`config.mk`:
```
export PLATFORM = sky130hd
export DESIGN_NAME = mcx_mgmt
export DESIGN_NICKNAME = d
export VERILOG_FILES = /design/src/design/mcx_pkg.sv /design/src/design/mcx_chip_ram.sv /design/src/design/mcx_mdio_slave.sv /design/src/design/mcx_mgmt.sv
export VERILOG_INCLUDE_DIRS = /design/src /design/src/design
export SDC_FILE = /design/constraint.sdc
export NUM_CORES = 2
export LEC_CHECK = 0
export BUFFER_PORTS_ARGS = -buffer_cell sky130_fd_sc_hd__buf_2
export CAP_MARGIN = 25
export CORE_MARGIN = 5
export CORE_UTILIZATION = 60
export DETAILED_ROUTE_END_ITERATION = 10
export MAX_ROUTING_LAYER = met4
export PLACE_DENSITY = 0.74
export SLEW_MARGIN = 20
export SYNTH_ARGS = -nofsm -noshare
export SYNTH_HDL_FRONTEND = slang
export SYNTH_SLANG_ARGS = --single-unit
export TNS_END_PERCENT = 5
```
`constraint.sdc`:
```
create_clock -name clk -period 76.4 [get_ports clk]
set_input_delay 0 -clock clk [delete_from_list [all_inputs] [get_ports clk]]
set_output_delay 0 -clock clk [all_outputs]
set_load 0.01 [all_outputs]
```
`src/design/mcx_cfg.svh`:
```
// constants for the chip management block
`ifndef MCX_CFG_SVH
`define MCX_CFG_SVH
`define MCX_CLK_MHZ 250
`define MCX_PRST_NS 1000
`define MCX_EE_QTR_NS 2500
`define MCX_PROBE_CYC 4'h8
`define MCX_PRE_ONES 6'h20
`define MCX_A_INT_MODE 9'h003
`define MCX_A_CHIP_MODE 9'h009
`define MCX_A_SONET 9'h00b
`define MCX_R_CTRL 5'h00
`define MCX_R_STAT 5'h01
`define MCX_R_ID1 5'h02
`define MCX_R_ID2 5'h03
`define MCX_R_IND_ADDR 5'h10
`define MCX_R_IND_DATA 5'h11
`define MCX_R_ALARM 5'h12
`define MCX_CTL_RST 15
`define MCX_CTL_LOOP 14
`define MCX_CTL_ISO 10
`define MCX_CTL_FIXED 16'h2100
`define MCX_STAT_FIXED 16'h4001
`define MCX_STAT_LINK 2
`define MCX_MODE_GFP 0
`define MCX_MODE_PHY 1
`define MCX_SONET_SDH 0
`define MCX_OP_RD 2'h2
`define MCX_OP_WR 2'h1
`define MCX_EE_CTRL_RD 8'ha1
`endif

```
`src/design/mcx_pkg.sv`:
```
// types of the chip management block
`default_nettype none
package mcx_pkg;
	typedef enum logic [2:0] {LS_PROBE, LS_START, LS_CTRL, LS_CACK, LS_RBYTE, LS_RACK, LS_STOP,
		LS_RUN} mcx_ld_e;
	typedef enum logic [2:0] {MS_PRE, MS_ST, MS_HDR, MS_TA, MS_DAT} mcx_md_e;
	typedef struct packed {
		mcx_md_e st;
		logic mdc_q;
		logic [5:0] ones;
		logic [3:0] cnt;
		logic [15:0] sh;
		logic rd_op;
		logic [4:0] reg_a;
		logic out;
		logic oe_n;
		logic rd;
		logic wr;
	} mcx_mdio_s;
	typedef struct packed {
		mcx_ld_e ld;
		logic [3:0] probe;
		logic [15:0] qdiv;
		logic [1:0] q;
		logic [2:0] bitn;
		logic [7:0] sh;
		logic [1:0] bsel;
		logic [9:0] left;
		logic nack;
		logic [8:0] ee_addr;
		logic scl_oe_n;
		logic sda_oe_n;
		logic loading;
		logic low;
		logic [8:0] ind_addr;
		logic [1:0] int_mode;
		logic gfp;
		logic phy;
		logic sdh;
		logic loop;
		logic iso;
		logic phy_rst;
		logic [15:0] prst;
		logic busy;
		logic acc_mdio;
		logic acc_rd;
		logic [8:0] acc_addr;
		logic md_pend;
		logic md_pw;
		logic [7:0] md_wd;
		logic cpu_pend;
		logic cpu_pw;
		logic [8:0] cpu_pa;
		logic [7:0] cpu_pd;
		logic [15:0] mrd;
		logic mrd_ok;
		logic [7:0] cpu_rdata;
		logic cpu_rdy;
		logic int_out;
		logic int_oe_n;
		logic clk_oe_n;
		logic rx_oe_n;
		logic tx_take;
	} mcx_top_s;
endpackage : mcx_pkg
`default_nettype wire

```
`src/design/mcx_chip_ram.sv`:
```
// internal chip register storage with registered read data
`timescale 1ns/1ps
`default_nettype none
module mcx_chip_ram #(
	parameter int AW = 9,
	parameter int DW = 8
) (
	input wire logic clk,
	input wire logic reset,
	input wire logic en,
	input wire logic we,
	input wire logic [AW-1:0] addr,
	input wire logic [DW-1:0] wdata,
	output logic [DW-1:0] rdata
);
	logic [DW-1:0] mem [0:(1<<AW)-1];

	if (AW < 1 || AW > 16 || DW < 1)
	begin : g_chk
		$error("mcx_chip_ram: unsupported size");
	end

	always_ff @(posedge clk)
	begin
		if (en && we)
			mem[addr] <= wdata;
	end

	always_ff @(posedge clk or posedge reset)
	begin
		if (reset)
			rdata <= '0;
		else if (en)
			rdata <= mem[addr];
	end
endmodule : mcx_chip_ram
`default_nettype wire

```
`src/design/mcx_mdio_slave.sv`:
```
// serial management frame engine
`timescale 1ns/1ps
`default_nettype none
`include "mcx_cfg.svh"
module mcx_mdio_slave import mcx_pkg::*; (
	input wire logic clk,
	input wire logic reset,
	input wire logic en,
	input wire logic mdc,
	input wire logic mdio_in,
	input wire logic [4:0] phy_addr,
	input wire logic [15:0] rd_data,
	input wire logic rd_ok,
	output logic mdio_out,
	output logic mdio_oe_n,
	output logic rd,
	output logic wr,
	output logic [4:0] reg_a,
	output logic [15:0] wr_data
);
	mcx_mdio_s s, n;
	logic [15:0] nsh;

	always_comb
	begin
		n = s;
		n.rd = 1'b0;
		n.wr = 1'b0;
		n.mdc_q = mdc;
		nsh = {s.sh[14:0], mdio_in};
		if (!en)
		begin
			n.st = MS_PRE;
			n.ones = 6'h00;
			n.oe_n = 1'b1;
		end
		else if (mdc && !s.mdc_q)
		begin
			case (s.st)
				MS_PRE:
				begin
					if (mdio_in)
					begin
						if (s.ones != `MCX_PRE_ONES)
							n.ones = s.ones + 6'h01;
					end
					else
					begin
						n.ones = 6'h00;
						if (s.ones == `MCX_PRE_ONES)
							n.st = MS_ST;
					end
				end
				MS_ST:
				begin
					n.ones = 6'h00;
					n.cnt = 4'h0;
					n.st = mdio_in ? MS_HDR : MS_PRE;
				end
				MS_HDR:
				begin
					n.sh = nsh;
					n.cnt = s.cnt + 4'h1;
					if (s.cnt == 4'hb)
					begin
						n.cnt = 4'h0;
						n.reg_a = nsh[4:0];
						n.rd_op = (nsh[11:10] == `MCX_OP_RD);
						n.st = MS_PRE;
						if (nsh[9:5] == phy_addr && (nsh[11:10] == `MCX_OP_RD ||
							nsh[11:10] == `MCX_OP_WR))
						begin
							n.st = MS_TA;
							n.rd = n.rd_op;
						end
					end
				end
				MS_TA:
				begin
					n.cnt = s.cnt + 4'h1;
					if (s.cnt == 4'h0)
					begin
						if (s.rd_op && rd_ok)
						begin
							n.sh = rd_data;
							n.out = 1'b0;
							n.oe_n = 1'b0;
						end
						else if (s.rd_op)
							n.st = MS_PRE;
					end
					else
					begin
						n.st = MS_DAT;
						n.cnt = 4'h0;
						if (s.rd_op)
						begin
							n.out = s.sh[15];
							n.sh = {s.sh[14:0], 1'b0};
						end
					end
				end
				MS_DAT:
				begin
					n.cnt = s.cnt + 4'h1;
					if (s.rd_op)
					begin
						n.out = s.sh[15];
						n.sh = {s.sh[14:0], 1'b0};
					end
					else
						n.sh = nsh;
					if (s.cnt == 4'hf)
					begin
						n.st = MS_PRE;
						n.oe_n = 1'b1;
						n.wr = !s.rd_op;
					end
				end
				default: n.st = MS_PRE;
			endcase
		end
	end

	always_ff @(posedge clk or posedge reset)
	begin
		if (reset)
		begin
			s <= '0;
			s.oe_n <= 1'b1;
		end
		else
			s <= n;
	end

	assign mdio_out = s.out;
	assign mdio_oe_n = s.oe_n;
	assign rd = s.rd;
	assign wr = s.wr;
	assign reg_a = s.reg_a;
	assign wr_data = s.sh;
endmodule : mcx_mdio_slave
`default_nettype wire

```
`src/design/mcx_mgmt.sv`:
```
// chip setup, interrupt pin and management register block
//
// Overview of operation
// sda low after reset: no boot load
// sda high: load registers from eeprom
// ignore host and serial ports while loading
// phy side drives both interface clocks; the code drives them only while isolate (control bit 10) is clear
// mac side takes both clocks as inputs
// reset default is mac side
// host sets side once after reset
// default sonet, register bit selects sdh
// default laps, chip mode 0x01 selects gfp
// host programs gfp null header values
// host sets rx fifo threshold 0x14
// style 00 open drain, active low
// style 01 open source, active high
// style 10 always driven, active low
// style 11 always driven, active high
// serial regs only via serial port
// reg 16 address, reg 17 write data
// reg 16 address, read reg 17
// control bit 15 resets, self clears
// control bit 14 loopback, reset 0
// control bit 10 isolate, reset 1
// fixed speed, duplex and ability bits
// reg 16 bits 8..0 hold address
// reg 17 upper byte reads zero
// clause 22 framing on management clock
`timescale 1ns/1ps
`default_nettype none
`include "mcx_cfg.svh"
module mcx_mgmt import mcx_pkg::*; #(
	parameter int PRST_CYCLES = (`MCX_PRST_NS * `MCX_CLK_MHZ) / 1000,
	parameter int EE_QTR_CYCLES = (`MCX_EE_QTR_NS * `MCX_CLK_MHZ) / 1000,
	parameter logic [15:0] ID1 = 16'h5a5a, // arbitrary value
	parameter logic [15:0] ID2 = 16'ha5a0 // arbitrary value
) (
	input wire logic clk,
	input wire logic reset,
	input wire logic mdc,
	input wire logic mdio_in,
	output logic mdio_out,
	output logic mdio_oe_n,
	input wire logic [4:0] phy_addr,
	output logic ee_scl_out,
	output logic ee_scl_oe_n,
	input wire logic ee_sda_in,
	output logic ee_sda_out,
	output logic ee_sda_oe_n,
	input wire logic cpu_cs,
	input wire logic cpu_wr,
	input wire logic cpu_rd,
	input wire logic [8:0] cpu_addr,
	input wire logic [7:0] cpu_wdata,
	output logic [7:0] cpu_rdata,
	output logic cpu_rdy,
	input wire logic msk_int,
	output logic int_out,
	output logic int_out_buf_enable_n,
	input wire logic sonet_up,
	input wire logic [7:0] master_alarm,
	output logic phy_mode,
	output logic sdh_mode,
	output logic gfp_mode,
	output logic loopback,
	output logic phy_reset,
	output logic mii_clk_oe_n,
	output logic mii_rx_oe_n,
	output logic mii_tx_take,
	output logic loading
);
	localparam logic [15:0] PRST_LOAD = 16'(PRST_CYCLES - 1);
	localparam logic [15:0] QTR_LOAD = 16'(EE_QTR_CYCLES - 1);

	mcx_top_s s, n;
	logic md_rd, md_wr, m_en, m_we, tick;
	logic [4:0] md_reg;
	logic [15:0] md_wd;
	logic [8:0] m_addr;
	logic [7:0] m_wd, m_q, rb;

	if (PRST_CYCLES < 1 || PRST_CYCLES > 65536 || EE_QTR_CYCLES < 1 || EE_QTR_CYCLES > 65536)
	begin : g_chk
		$error("mcx_mgmt: count out of range");
	end

	// ************************************
	// chip register side effects
	// ************************************
	function automatic mcx_top_s cfg_wr(input mcx_top_s t, input logic [8:0] a,
		input logic [7:0] d);
		mcx_top_s r;
		r = t;
		case (a)
			`MCX_A_INT_MODE: r.int_mode = d[1:0];
			`MCX_A_CHIP_MODE:
			begin
				r.gfp = d[`MCX_MODE_GFP];
				r.phy = d[`MCX_MODE_PHY];
			end
			`MCX_A_SONET: r.sdh = d[`MCX_SONET_SDH];
			default: r = t;
		endcase
		return r;
	endfunction : cfg_wr

	function automatic logic [7:0] cfg_rd(input mcx_top_s t, input logic [8:0] a,
		input logic [7:0] q);
		case (a)
			`MCX_A_INT_MODE: cfg_rd = {6'h00, t.int_mode};
			`MCX_A_CHIP_MODE: cfg_rd = {6'h00, t.phy, t.gfp};
			`MCX_A_SONET: cfg_rd = {7'h00, t.sdh};
			default: cfg_rd = q;
		endcase
	endfunction : cfg_rd

	// ************************************
	// next state
	// ************************************
	always_comb
	begin
		n = s;
		n.cpu_rdy = 1'b0;
		m_en = 1'b0;
		m_we = 1'b0;
		m_addr = s.acc_addr;
		m_wd = 8'h00;
		rb = 8'h00;
		tick = (s.qdiv == 16'h0000);
		case (s.int_mode)
			2'h0:
			begin
				n.int_out = 1'b0;
				n.int_oe_n = !msk_int;
			end
			2'h1:
			begin
				n.int_out = 1'b1;
				n.int_oe_n = !msk_int;
			end
			2'h2:
			begin
				n.int_out = !msk_int;
				n.int_oe_n = 1'b0;
			end
			default:
			begin
				n.int_out = msk_int;
				n.int_oe_n = 1'b0;
			end
		endcase
		// side is taken as set once after reset
		n.clk_oe_n = !(s.phy && !s.iso);
		n.rx_oe_n = s.iso;
		n.tx_take = !s.iso;
		if (s.phy_rst)
		begin
			if (s.prst == 16'h0000)
			begin
				n.phy_rst = 1'b0;
				n.loop = 1'b0;
				n.iso = 1'b1;
			end
			else
				n.prst = s.prst - 16'h0001;
		end
		// access completion
		if (s.busy)
		begin
			n.busy = 1'b0;
			rb = cfg_rd(s, s.acc_addr, m_q);
			if (s.acc_mdio && s.acc_rd)
			begin
				n.mrd = {8'h00, rb};
				n.mrd_ok = 1'b1;
			end
			else if (!s.acc_mdio)
			begin
				n.cpu_rdy = 1'b1;
				if (s.acc_rd)
					n.cpu_rdata = rb;
			end
		end
		// access start, serial port first
		if (!s.loading && !s.busy && (s.md_pend || s.cpu_pend))
		begin
			n.busy = 1'b1;
			m_en = 1'b1;
			n.acc_mdio = s.md_pend;
			if (s.md_pend)
			begin
				n.md_pend = 1'b0;
				n.acc_rd = !s.md_pw;
				m_addr = s.ind_addr;
				m_we = s.md_pw;
				m_wd = s.md_wd;
			end
			else
			begin
				n.cpu_pend = 1'b0;
				n.acc_rd = !s.cpu_pw;
				m_addr = s.cpu_pa;
				m_we = s.cpu_pw;
				m_wd = s.cpu_pd;
			end
			n.acc_addr = m_addr;
		end
		// serial register reads
		if (md_rd)
		begin
			n.mrd_ok = 1'b1;
			case (md_reg)
				`MCX_R_CTRL:
				begin
					n.mrd = `MCX_CTL_FIXED;
					n.mrd[`MCX_CTL_RST] = s.phy_rst;
					n.mrd[`MCX_CTL_LOOP] = s.loop;
					n.mrd[`MCX_CTL_ISO] = s.iso;
				end
				`MCX_R_STAT:
				begin
					n.mrd = `MCX_STAT_FIXED;
					n.mrd[`MCX_STAT_LINK] = sonet_up;
				end
				`MCX_R_ID1: n.mrd = ID1;
				`MCX_R_ID2: n.mrd = ID2;
				`MCX_R_IND_ADDR: n.mrd = {7'h00, s.ind_addr};
				`MCX_R_IND_DATA:
				begin
					n.mrd_ok = 1'b0;
					n.md_pend = 1'b1;
					n.md_pw = 1'b0;
				end
				`MCX_R_ALARM: n.mrd = {8'h00, master_alarm};
				default: n.mrd_ok = 1'b0;
			endcase
		end
		// serial register writes
		if (md_wr)
		begin
			case (md_reg)
				`MCX_R_CTRL:
				begin
					n.loop = md_wd[`MCX_CTL_LOOP];
					n.iso = md_wd[`MCX_CTL_ISO];
					if (md_wd[`MCX_CTL_RST])
					begin
						n.phy_rst = 1'b1;
						n.prst = PRST_LOAD;
					end
				end
				`MCX_R_IND_ADDR: n.ind_addr = md_wd[8:0];
				`MCX_R_IND_DATA:
				begin
					n.md_pend = 1'b1;
					n.md_pw = 1'b1;
					n.md_wd = md_wd[7:0];
				end
				default: n.md_pend = s.md_pend;
			endcase
		end
		// host port reaches the chip map only, one request at a time
		if (!s.loading && !s.cpu_pend && !(s.busy && !s.acc_mdio) && !s.cpu_rdy && cpu_cs &&
			(cpu_wr || cpu_rd))
		begin
			n.cpu_pend = 1'b1;
			n.cpu_pw = cpu_wr;
			n.cpu_pa = cpu_addr;
			n.cpu_pd = cpu_wdata;
		end
		// ************************************
		// boot loader
		// ************************************
		case (s.ld)
			LS_PROBE:
			begin
				if (s.probe != 4'h0)
					n.probe = s.probe - 4'h1;
				else if (ee_sda_in)
					n.ld = LS_START;
				else
				begin
					n.ld = LS_RUN;
					n.loading = 1'b0;
				end
			end
			LS_RUN: n.loading = 1'b0;
			default:
			begin
				n.qdiv = tick ? QTR_LOAD : s.qdiv - 16'h0001;
				if (tick)
				begin
					n.q = s.q + 2'h1;
					case (s.q)
						2'h0:
						begin
							n.scl_oe_n = 1'b0;
							case (s.ld)
								LS_CTRL: n.sda_oe_n = s.sh[7];
								LS_RACK: n.sda_oe_n = s.nack;
								LS_STOP: n.sda_oe_n = 1'b0;
								default: n.sda_oe_n = 1'b1;
							endcase
						end
						2'h1: n.scl_oe_n = 1'b1;
						2'h2:
						begin
							case (s.ld)
								LS_START: n.sda_oe_n = 1'b0;
								LS_STOP: n.sda_oe_n = 1'b1;
								LS_CACK, LS_RBYTE: n.sh = {s.sh[6:0], ee_sda_in};
								default: n.sda_oe_n = s.sda_oe_n;
							endcase
						end
						default:
						begin
							n.scl_oe_n = (s.ld == LS_STOP);
							case (s.ld)
								LS_START:
								begin
									n.ld = LS_CTRL;
									n.sh = `MCX_EE_CTRL_RD;
									n.bitn = 3'h7;
								end
								LS_CTRL:
								begin
									n.sh = {s.sh[6:0], 1'b0};
									n.bitn = s.bitn - 3'h1;
									if (s.bitn == 3'h0)
										n.ld = LS_CACK;
								end
								LS_CACK:
								begin
									n.ld = s.sh[0] ? LS_STOP : LS_RBYTE;
									n.bitn = 3'h7;
									n.bsel = 2'h0;
								end
								LS_RBYTE:
								begin
									n.bitn = s.bitn - 3'h1;
									if (s.bitn == 3'h0)
									begin
										n.ld = LS_RACK;
										if (s.bsel == 2'h0)
										begin
											n.left = 10'({2'b00, s.sh, 1'b0} + {3'b000, s.sh});
											n.nack = (s.sh == 8'h00);
											n.bsel = 2'h1;
										end
										else
										begin
											n.left = s.left - 10'h001;
											n.nack = (s.left == 10'h001);
											n.bsel = (s.bsel == 2'h3) ? 2'h1 : s.bsel + 2'h1;
											if (s.bsel == 2'h1)
												n.ee_addr[8] = s.sh[0];
											else if (s.bsel == 2'h2)
												n.ee_addr[7:0] = s.sh;
											else
											begin
												m_en = 1'b1;
												m_we = 1'b1;
												m_addr = s.ee_addr;
												m_wd = s.sh;
											end
										end
									end
								end
								LS_RACK:
								begin
									n.ld = s.nack ? LS_STOP : LS_RBYTE;
									n.bitn = 3'h7;
								end
								LS_STOP:
								begin
									n.ld = LS_RUN;
									n.loading = 1'b0;
								end
								default: n.ld = LS_RUN;
							endcase
						end
					endcase
				end
			end
		endcase
		if (m_we)
			n = cfg_wr(n, m_addr, m_wd);
	end

	always_ff @(posedge clk or posedge reset)
	begin
		if (reset)
		begin
			s <= '0;
			s.probe <= `MCX_PROBE_CYC;
			s.loading <= 1'b1;
			s.scl_oe_n <= 1'b1;
			s.sda_oe_n <= 1'b1;
			s.iso <= 1'b1;
			s.int_oe_n <= 1'b1;
			s.clk_oe_n <= 1'b1;
			s.rx_oe_n <= 1'b1;
		end
		else
			s <= n;
	end

	// ************************************
	// sub blocks
	// ************************************
	mcx_mdio_slave u_mdio (
		.clk(clk),
		.reset(reset),
		.en(!s.loading),
		.mdc(mdc),
		.mdio_in(mdio_in),
		.phy_addr(phy_addr),
		.rd_data(s.mrd),
		.rd_ok(s.mrd_ok),
		.mdio_out(mdio_out),
		.mdio_oe_n(mdio_oe_n),
		.rd(md_rd),
		.wr(md_wr),
		.reg_a(md_reg),
		.wr_data(md_wd)
	);

	mcx_chip_ram #(.AW(9), .DW(8)) u_ram (
		.clk(clk),
		.reset(reset),
		.en(m_en),
		.we(m_we),
		.addr(m_addr),
		.wdata(m_wd),
		.rdata(m_q)
	);

	assign ee_scl_out = s.low;
	assign ee_scl_oe_n = s.scl_oe_n;
	assign ee_sda_out = s.low;
	assign ee_sda_oe_n = s.sda_oe_n;
	assign cpu_rdata = s.cpu_rdata;
	assign cpu_rdy = s.cpu_rdy;
	assign int_out = s.int_out;
	assign int_out_buf_enable_n = s.int_oe_n;
	assign phy_mode = s.phy;
	assign sdh_mode = s.sdh;
	assign gfp_mode = s.gfp;
	assign loopback = s.loop;
	assign phy_reset = s.phy_rst;
	assign mii_clk_oe_n = s.clk_oe_n;
	assign mii_rx_oe_n = s.rx_oe_n;
	assign mii_tx_take = s.tx_take;
	assign loading = s.loading;
endmodule : mcx_mgmt
`default_nettype wire

```
### Word level (Yosys, flattened, before mapping)

Memory sizes are Yosys's and may differ from the RTL's. A register that Yosys moved wholly into a read port is not among the register bits.
Index checks and enable logic that the tools add are counted.
W data, S select, Z words.

* bits in latches: 0
* memories kept: 1
* ROM bits: 0
* word-level logic and storage cells: 328
* RAM bits: 4096
* bits in registers: 206

* shifts and indexed selects: 0
* muxes and demuxes: 148
* div/mod/pow operators: 0
* reductions and logical operators: 66
* multipliers: 0
* bitwise logic cells: 1
* eq/ne operators: 49
* order comparisons: 0
* $add $sub $neg: 10

Memory list
* u_ram.mem: words 512, bits a word 8, rd ports 1, clocked after memory_dff 1, wr ports 1, line mcx_chip_ram.sv:16 `logic [DW-1:0] mem [0:(1<<AW)-1];`

Operators with widths (number)
* $mux W9: 16
* $mux W8: 14
* $pmux W16 S6: 1
* $mux W16: 5
* $mux W19: 4
* $mux W53: 1
* $mux W17: 3
* $mux W3: 17
* $pmux W16 S3: 1
* $mux W22: 2
* $mux W1: 41
* $mux W38: 1
* $eq A9 B4 Y1 const B: 4
* $mux W36: 1
* $logic_not A16 Y1: 2
* $pmux W8 S2: 2
* $sub A16 B1 Y16 const B: 2
* $mux W6: 5
* $pmux W3 S5: 2
* $mux W13: 2
* $mux W26: 1
* $pmux W8 S3: 1
* $mux W20: 1
* $eq A9 B2 Y1 const B: 2
* other kinds (55): 143

### Longest topological paths before layout

* word-level depth: 15
* gate-level depth with buffers: 20

### By module

A second synthesis with hierarchy kept.

* cells, all modules: 8702
* area total of the unflattened synthesis: 170668.7 µm²

By module, submodules not included
* mcx_chip_ram: sequential area each 123198.2 µm², area an instance 159382.9 µm², instances 1, cells each 7515
* mcx_mgmt: sequential area each 4164.0 µm², area an instance 8914.8 µm², instances 1, cells each 930
* mcx_mdio_slave: sequential area each 1002.2 µm², area an instance 2371.0 µm², instances 1, cells each 257

### Worst setup path after synthesis

OpenSTA, ideal clock, no wires.

* kind: register to register
* start: register s[130] in the netlist's numbering
* end: memory u_ram.mem[0][2], data pin
* path slack: 49.986 ns
* arrival: 22.243 ns
* stages on the path, launching flop included: 10
* path buffers: 3
* data required time: 72.229 ns
* clock period less this slack: 26.414 ns
* path through: dfrtp_1 > inv_1 > ha_1 > or4b_1 > or4_1 > buf_2 > or3_1 > buf_2 > clkbuf_1 > o21ai_0

* longest elaborated chain between the ends: 9
* elaborated cells between the ends (all ways): 11

Ends and longest elaborated chain
* from (decl): line mcx_mgmt.sv:75 `mcx_top_s s, n;`
* from (signal assigned): line mcx_mgmt.sv:405 `s <= n;`
* $eq A2 B2 Y1: line mcx_mgmt.sv:357 `else if (s.bsel == 2'h2)`
* $mux W8: line mcx_mgmt.sv:357
* $mux W8: line mcx_mgmt.sv:355 `if (s.bsel == 2'h1)`
* $mux W8 (*): line mcx_mgmt.sv:344 `if (s.bsel == 2'h0)`
* $mux W8 (*): line mcx_mgmt.sv:341 `if (s.bitn == 3'h0)`
* $mux W8 (*): line mcx_mgmt.sv:318 `case (s.ld)`
* $mux W8 (*): line mcx_mgmt.sv:294 `case (s.q)`
* $mux W8 (*): line mcx_mgmt.sv:291 `if (tick)`
* $mux W8 (*): line mcx_mgmt.sv:274 `case (s.ld)`
* named net m_wd[2]: line mcx_mgmt.sv:80 `logic [7:0] m_wd, m_q, rb;`
* to (decl): line mcx_chip_ram.sv:16

Mark *: on every way through the listed nets, which the timed path passes. The rest lies on a longest branch.

### Final worst setup path

* start: register s[165] in the netlist's numbering
* end: register u_ram.rdata[6], read port of u_ram.mem

* longest elaborated chain between the ends: 5
* elaborated cells between the ends (all ways): 12

Ends and longest elaborated chain
* $eq A3 B3 Y1: line mcx_mgmt.sv:318
* $mux W9 / $mux W1 (equally long branches): line mcx_mgmt.sv:318
* $mux W9 / $mux W1 (equally long branches): line mcx_mgmt.sv:294
* $mux W9 / $mux W1 (equally long branches): line mcx_mgmt.sv:291
* $mux W9 / $mux W1 (equally long branches): line mcx_mgmt.sv:274
* to (decl): line mcx_chip_ram.sv:14 `output logic [DW-1:0] rdata`

Several ways; a longest one is shown, not always the timed one.
A chain may end at the register's enable or synchronous reset.

==> summary.txt <==
Timing
  – Max-slew headroom: a little under a fifth
  – Final worst-path cycle share: 10.3%
  – Setup TNS: 0 ps
  – Min Tclk post-route: slightly below 8000 ps
  – Max Clk Rate: 128 MHz
  – Max-slew violations: 0
  – Clk_skew: 73.0 ps
  – Slew @ Worst Pin: 1220 ps
  – Final hold viol count: 0
  – Setup violators final: 0
  – RSZ-0062 raised after global routing: no

Global routing
  – Gr ovfl total: 0
  – Vias in the first global route: 94600
  – First-pass GRT wire length: 636000 µm
  – Initial antenna violation count: 10
  – Gr usage total: 31.3%
  – Largest net degree at the start of global routing: about 210

Power
  – Power Dens Cells: approximately 41 nW/µm²
  – VDD IR max: 0.0000519 V
  – Tot Pwr: 7.41 mW
  – Leak pwr: approximately 57 nW

Yosys
  – Post-synth EDFFs: around 4100
  – Netlist cell types: 72
  – #FFs+latches synth: 4310
  – Ys flop type: edfxtp_1
  – Ys Warns: 0
  – Synth top area cells: edfxtp_1, a22oi_1, dfrtp_1
  – Top cell type's share of synthesized area: 75.6%
  – Post-synthesis cell count: 10000
  – Cell Area, Synth: approximately 160000 µm²
  – Share of the yosys chip area belonging to registers: 78.9%
  – Synthesized area per cell: 16.2 µm²
  – Post-synth ARST share: 4.97%
  – Area leader, netlist: edfxtp_1

Route
  – Drt total wl: 437000 µm
  – Vias per cell: 7.05
  – Number of remaining DRC errors: 0
  – WL/cell: 31.3 µm
  – TritonRoute pass-1 iters: 10
  – Detailed Route Iter0 Violations: roughly 15000
  – Final ANT Viol Nets: 0
  – Vias: 98200

Die
  – Core area: around 270000 µm²
  – Num rows: ~190
  – Die area: 282000 µm²
  – Starting Density: 60.2%
  – Die X: between 500 and 600 µm
  – DIE HEIGHT: between 500 and 600 µm
  – # IOs: 66

Placement
  – # port buffers: 63
  – DP HPWL: roughly 240000 µm
  – Final Wtd Congestion: roughly 0.9

Finish
  – Final nets: roughly 10000
  – P&R area growth vs syn: 10.8%
  – Final design utilization: 66.7%
  – Commonest non-fill, non-tap cell in the layout: edfxtp_1
  – Share of cells above drive strength 1: under 10%
  – Most frequent cells in the layout: edfxtp_1, a22oi_1, a21oi_1

Setup path
  – Startpoint types: register
  – Critical Path AT: approximately 8700 ps
  – CP Max Fanout: 143
  – Critical path type: reg -> reg
  – Kind of end point of the critical path: register
  – Worst Path Required: 77280 ps

Clock network
  – Root Buffer: clkbuf_16
  – CTS Sinks: 4310
  – H-Tree Depth: 5
  – Clk_lat worst skew: roughly 940 ps
  – CTS clk-pin slew, worst paths: 60 ps
  – Clock tree buffer depth: 4
  – Post-cts sizing count: 0
  – # hold bufs at CTS: 85
  – Setup bufs post-CTS: 0
  – CTS tree: yes
  – TritonCTS Buffers: 413

Hold path
  – Tightest Hold Check Type: in -> reg

Outcome
  – Outcome: complete, no violations

Job
  – Max Cap Violations: 0
==> per-stage QoR <==
stage | instance area, µm² | hold slack (ps) | std cells | worst slack (ps)
after floorplan | 163000 | 27.3 | 10000 | 49990
after global placement | 166000 | 124 | 13100 | 68810
after detailed placement | 166000 | 134 | 13100 | 68660
after CTS | 180000 | 8.20 | 13900 | 68630
after global routing | 180000 | 79.9 | 13900 | 68320
final | 180000 | 62.8 | 13900 | 68560
==> routing by layer <==
metal / share of wire [%] / track usage, % / vias to the layer above
met5: 0 / - / -
met4: 4.2 / 11.9 / 0
met3: 13 / 8.14 / 1027
met2: 47 / 46.6 / 7366
met1: 36 / 42.1 / 49100
li1: - / - / 40700
==> synthesized netlist by cell type, drive strengths merged (5+ instances only) <==
cell and n:
a21o 7, a21oi 1001, a221oi 96, a22o 93
a22oi 1872, a31oi 23, and2 6, buf 501
clkbuf 234, dfrtp 205, dfstp 9, edfxtp 4096
ha 32, inv 44, mux2 59, mux2i 19
nand2 228, nand2b 20, nand3 36, nand4 21
nor2 645, nor2b 12, nor3 31, nor3b 7
nor4 244, o211ai 5, o21a 6, o21ai 173
o21bai 8, o22a 9, o22ai 162, o31ai 10
or2 6, or3 13, or4 12, xnor2 25
xor2 11
==> final timing paths <==
path / start / to / cells after the start / slack, ps
max: s[165] / u_ram.rdata[6] / 17 / 68560
min: ee_sda_in / loading / 4 / 60
max reg2reg: s[165] / u_ram.rdata[6] / 17 / 68560
min reg2reg: s[89] / mii_rx_oe_n / 0 / 390
max in group asynchronous: reset / mii_clk_oe_n / 6 / 74480
min in group asynchronous: reset / s[162] / 4 / 420
==> flip-flops by register name (all words and copies together) (netlist names), 5 cells and up <==
name            cells
u_ram.rdata         8
u_ram.mem        4096
u_mdio.reg_a        5
u_mdio.wr_data     16
cpu_rdata           8
u_mdio.s           15
s                 144
==> power by group <==
group | switching (mW) | leakage [nW] | internal (mW)
Combinational | 1.92 | 10.0 | 0.657
Clock | 0.865 | 6.42 | 1.14
Sequential | 0.0219 | 40.6 | 2.81
Total | 2.81 | 57.0 | 4.61
==> cell families after synthesis <==
| group | after synthesis | share of synthesized area [%] |
|---|---|---|
| flip-flops | 4310 | 78.9 |
| AO/OA/AOI/OAI | 3489 | 14.3 |
| AND/OR/NAND/NOR | 1297 | 3.65 |
| buffers and inverters | 779 | 2.15 |
| multiplexers | 78 | 0.530 |
| XOR/XNOR | 36 | 0.194 |
| adder cells (fa/ha/maj) | 33 | 0.258 |
| other | 1 | 0.00230 |
==> area by class of cell <==
class                   instances  area (µm²)
diodes                         16        40.0
clock inverters               266        2560
fillers                     17100       90000
repair buffers                320        2760
flip-flops and latches       4310      128000
inverters                      44         180
multi-input cells            4935       31200
clock buffers                 481       10700
well taps                    3570        4470
==> worst max-delay path, cell delays in order, from the launching register on <==
cell,delay [ps]
dfrtp_1,630
or4b_1,640
or4_1,650
or4_1,620
o21ai_4,100
buf_12,460
buf_12,550
buf_12,510
buf_4,720
buf_4,750
a22oi_1,230
a21oi_1,290
nor4_1,110
o22ai_1,320
o21ai_1,250
nand4_1,150
and4b_1,200
nor2_1,80
Note: power is estimated with default switching activity, not from simulation.
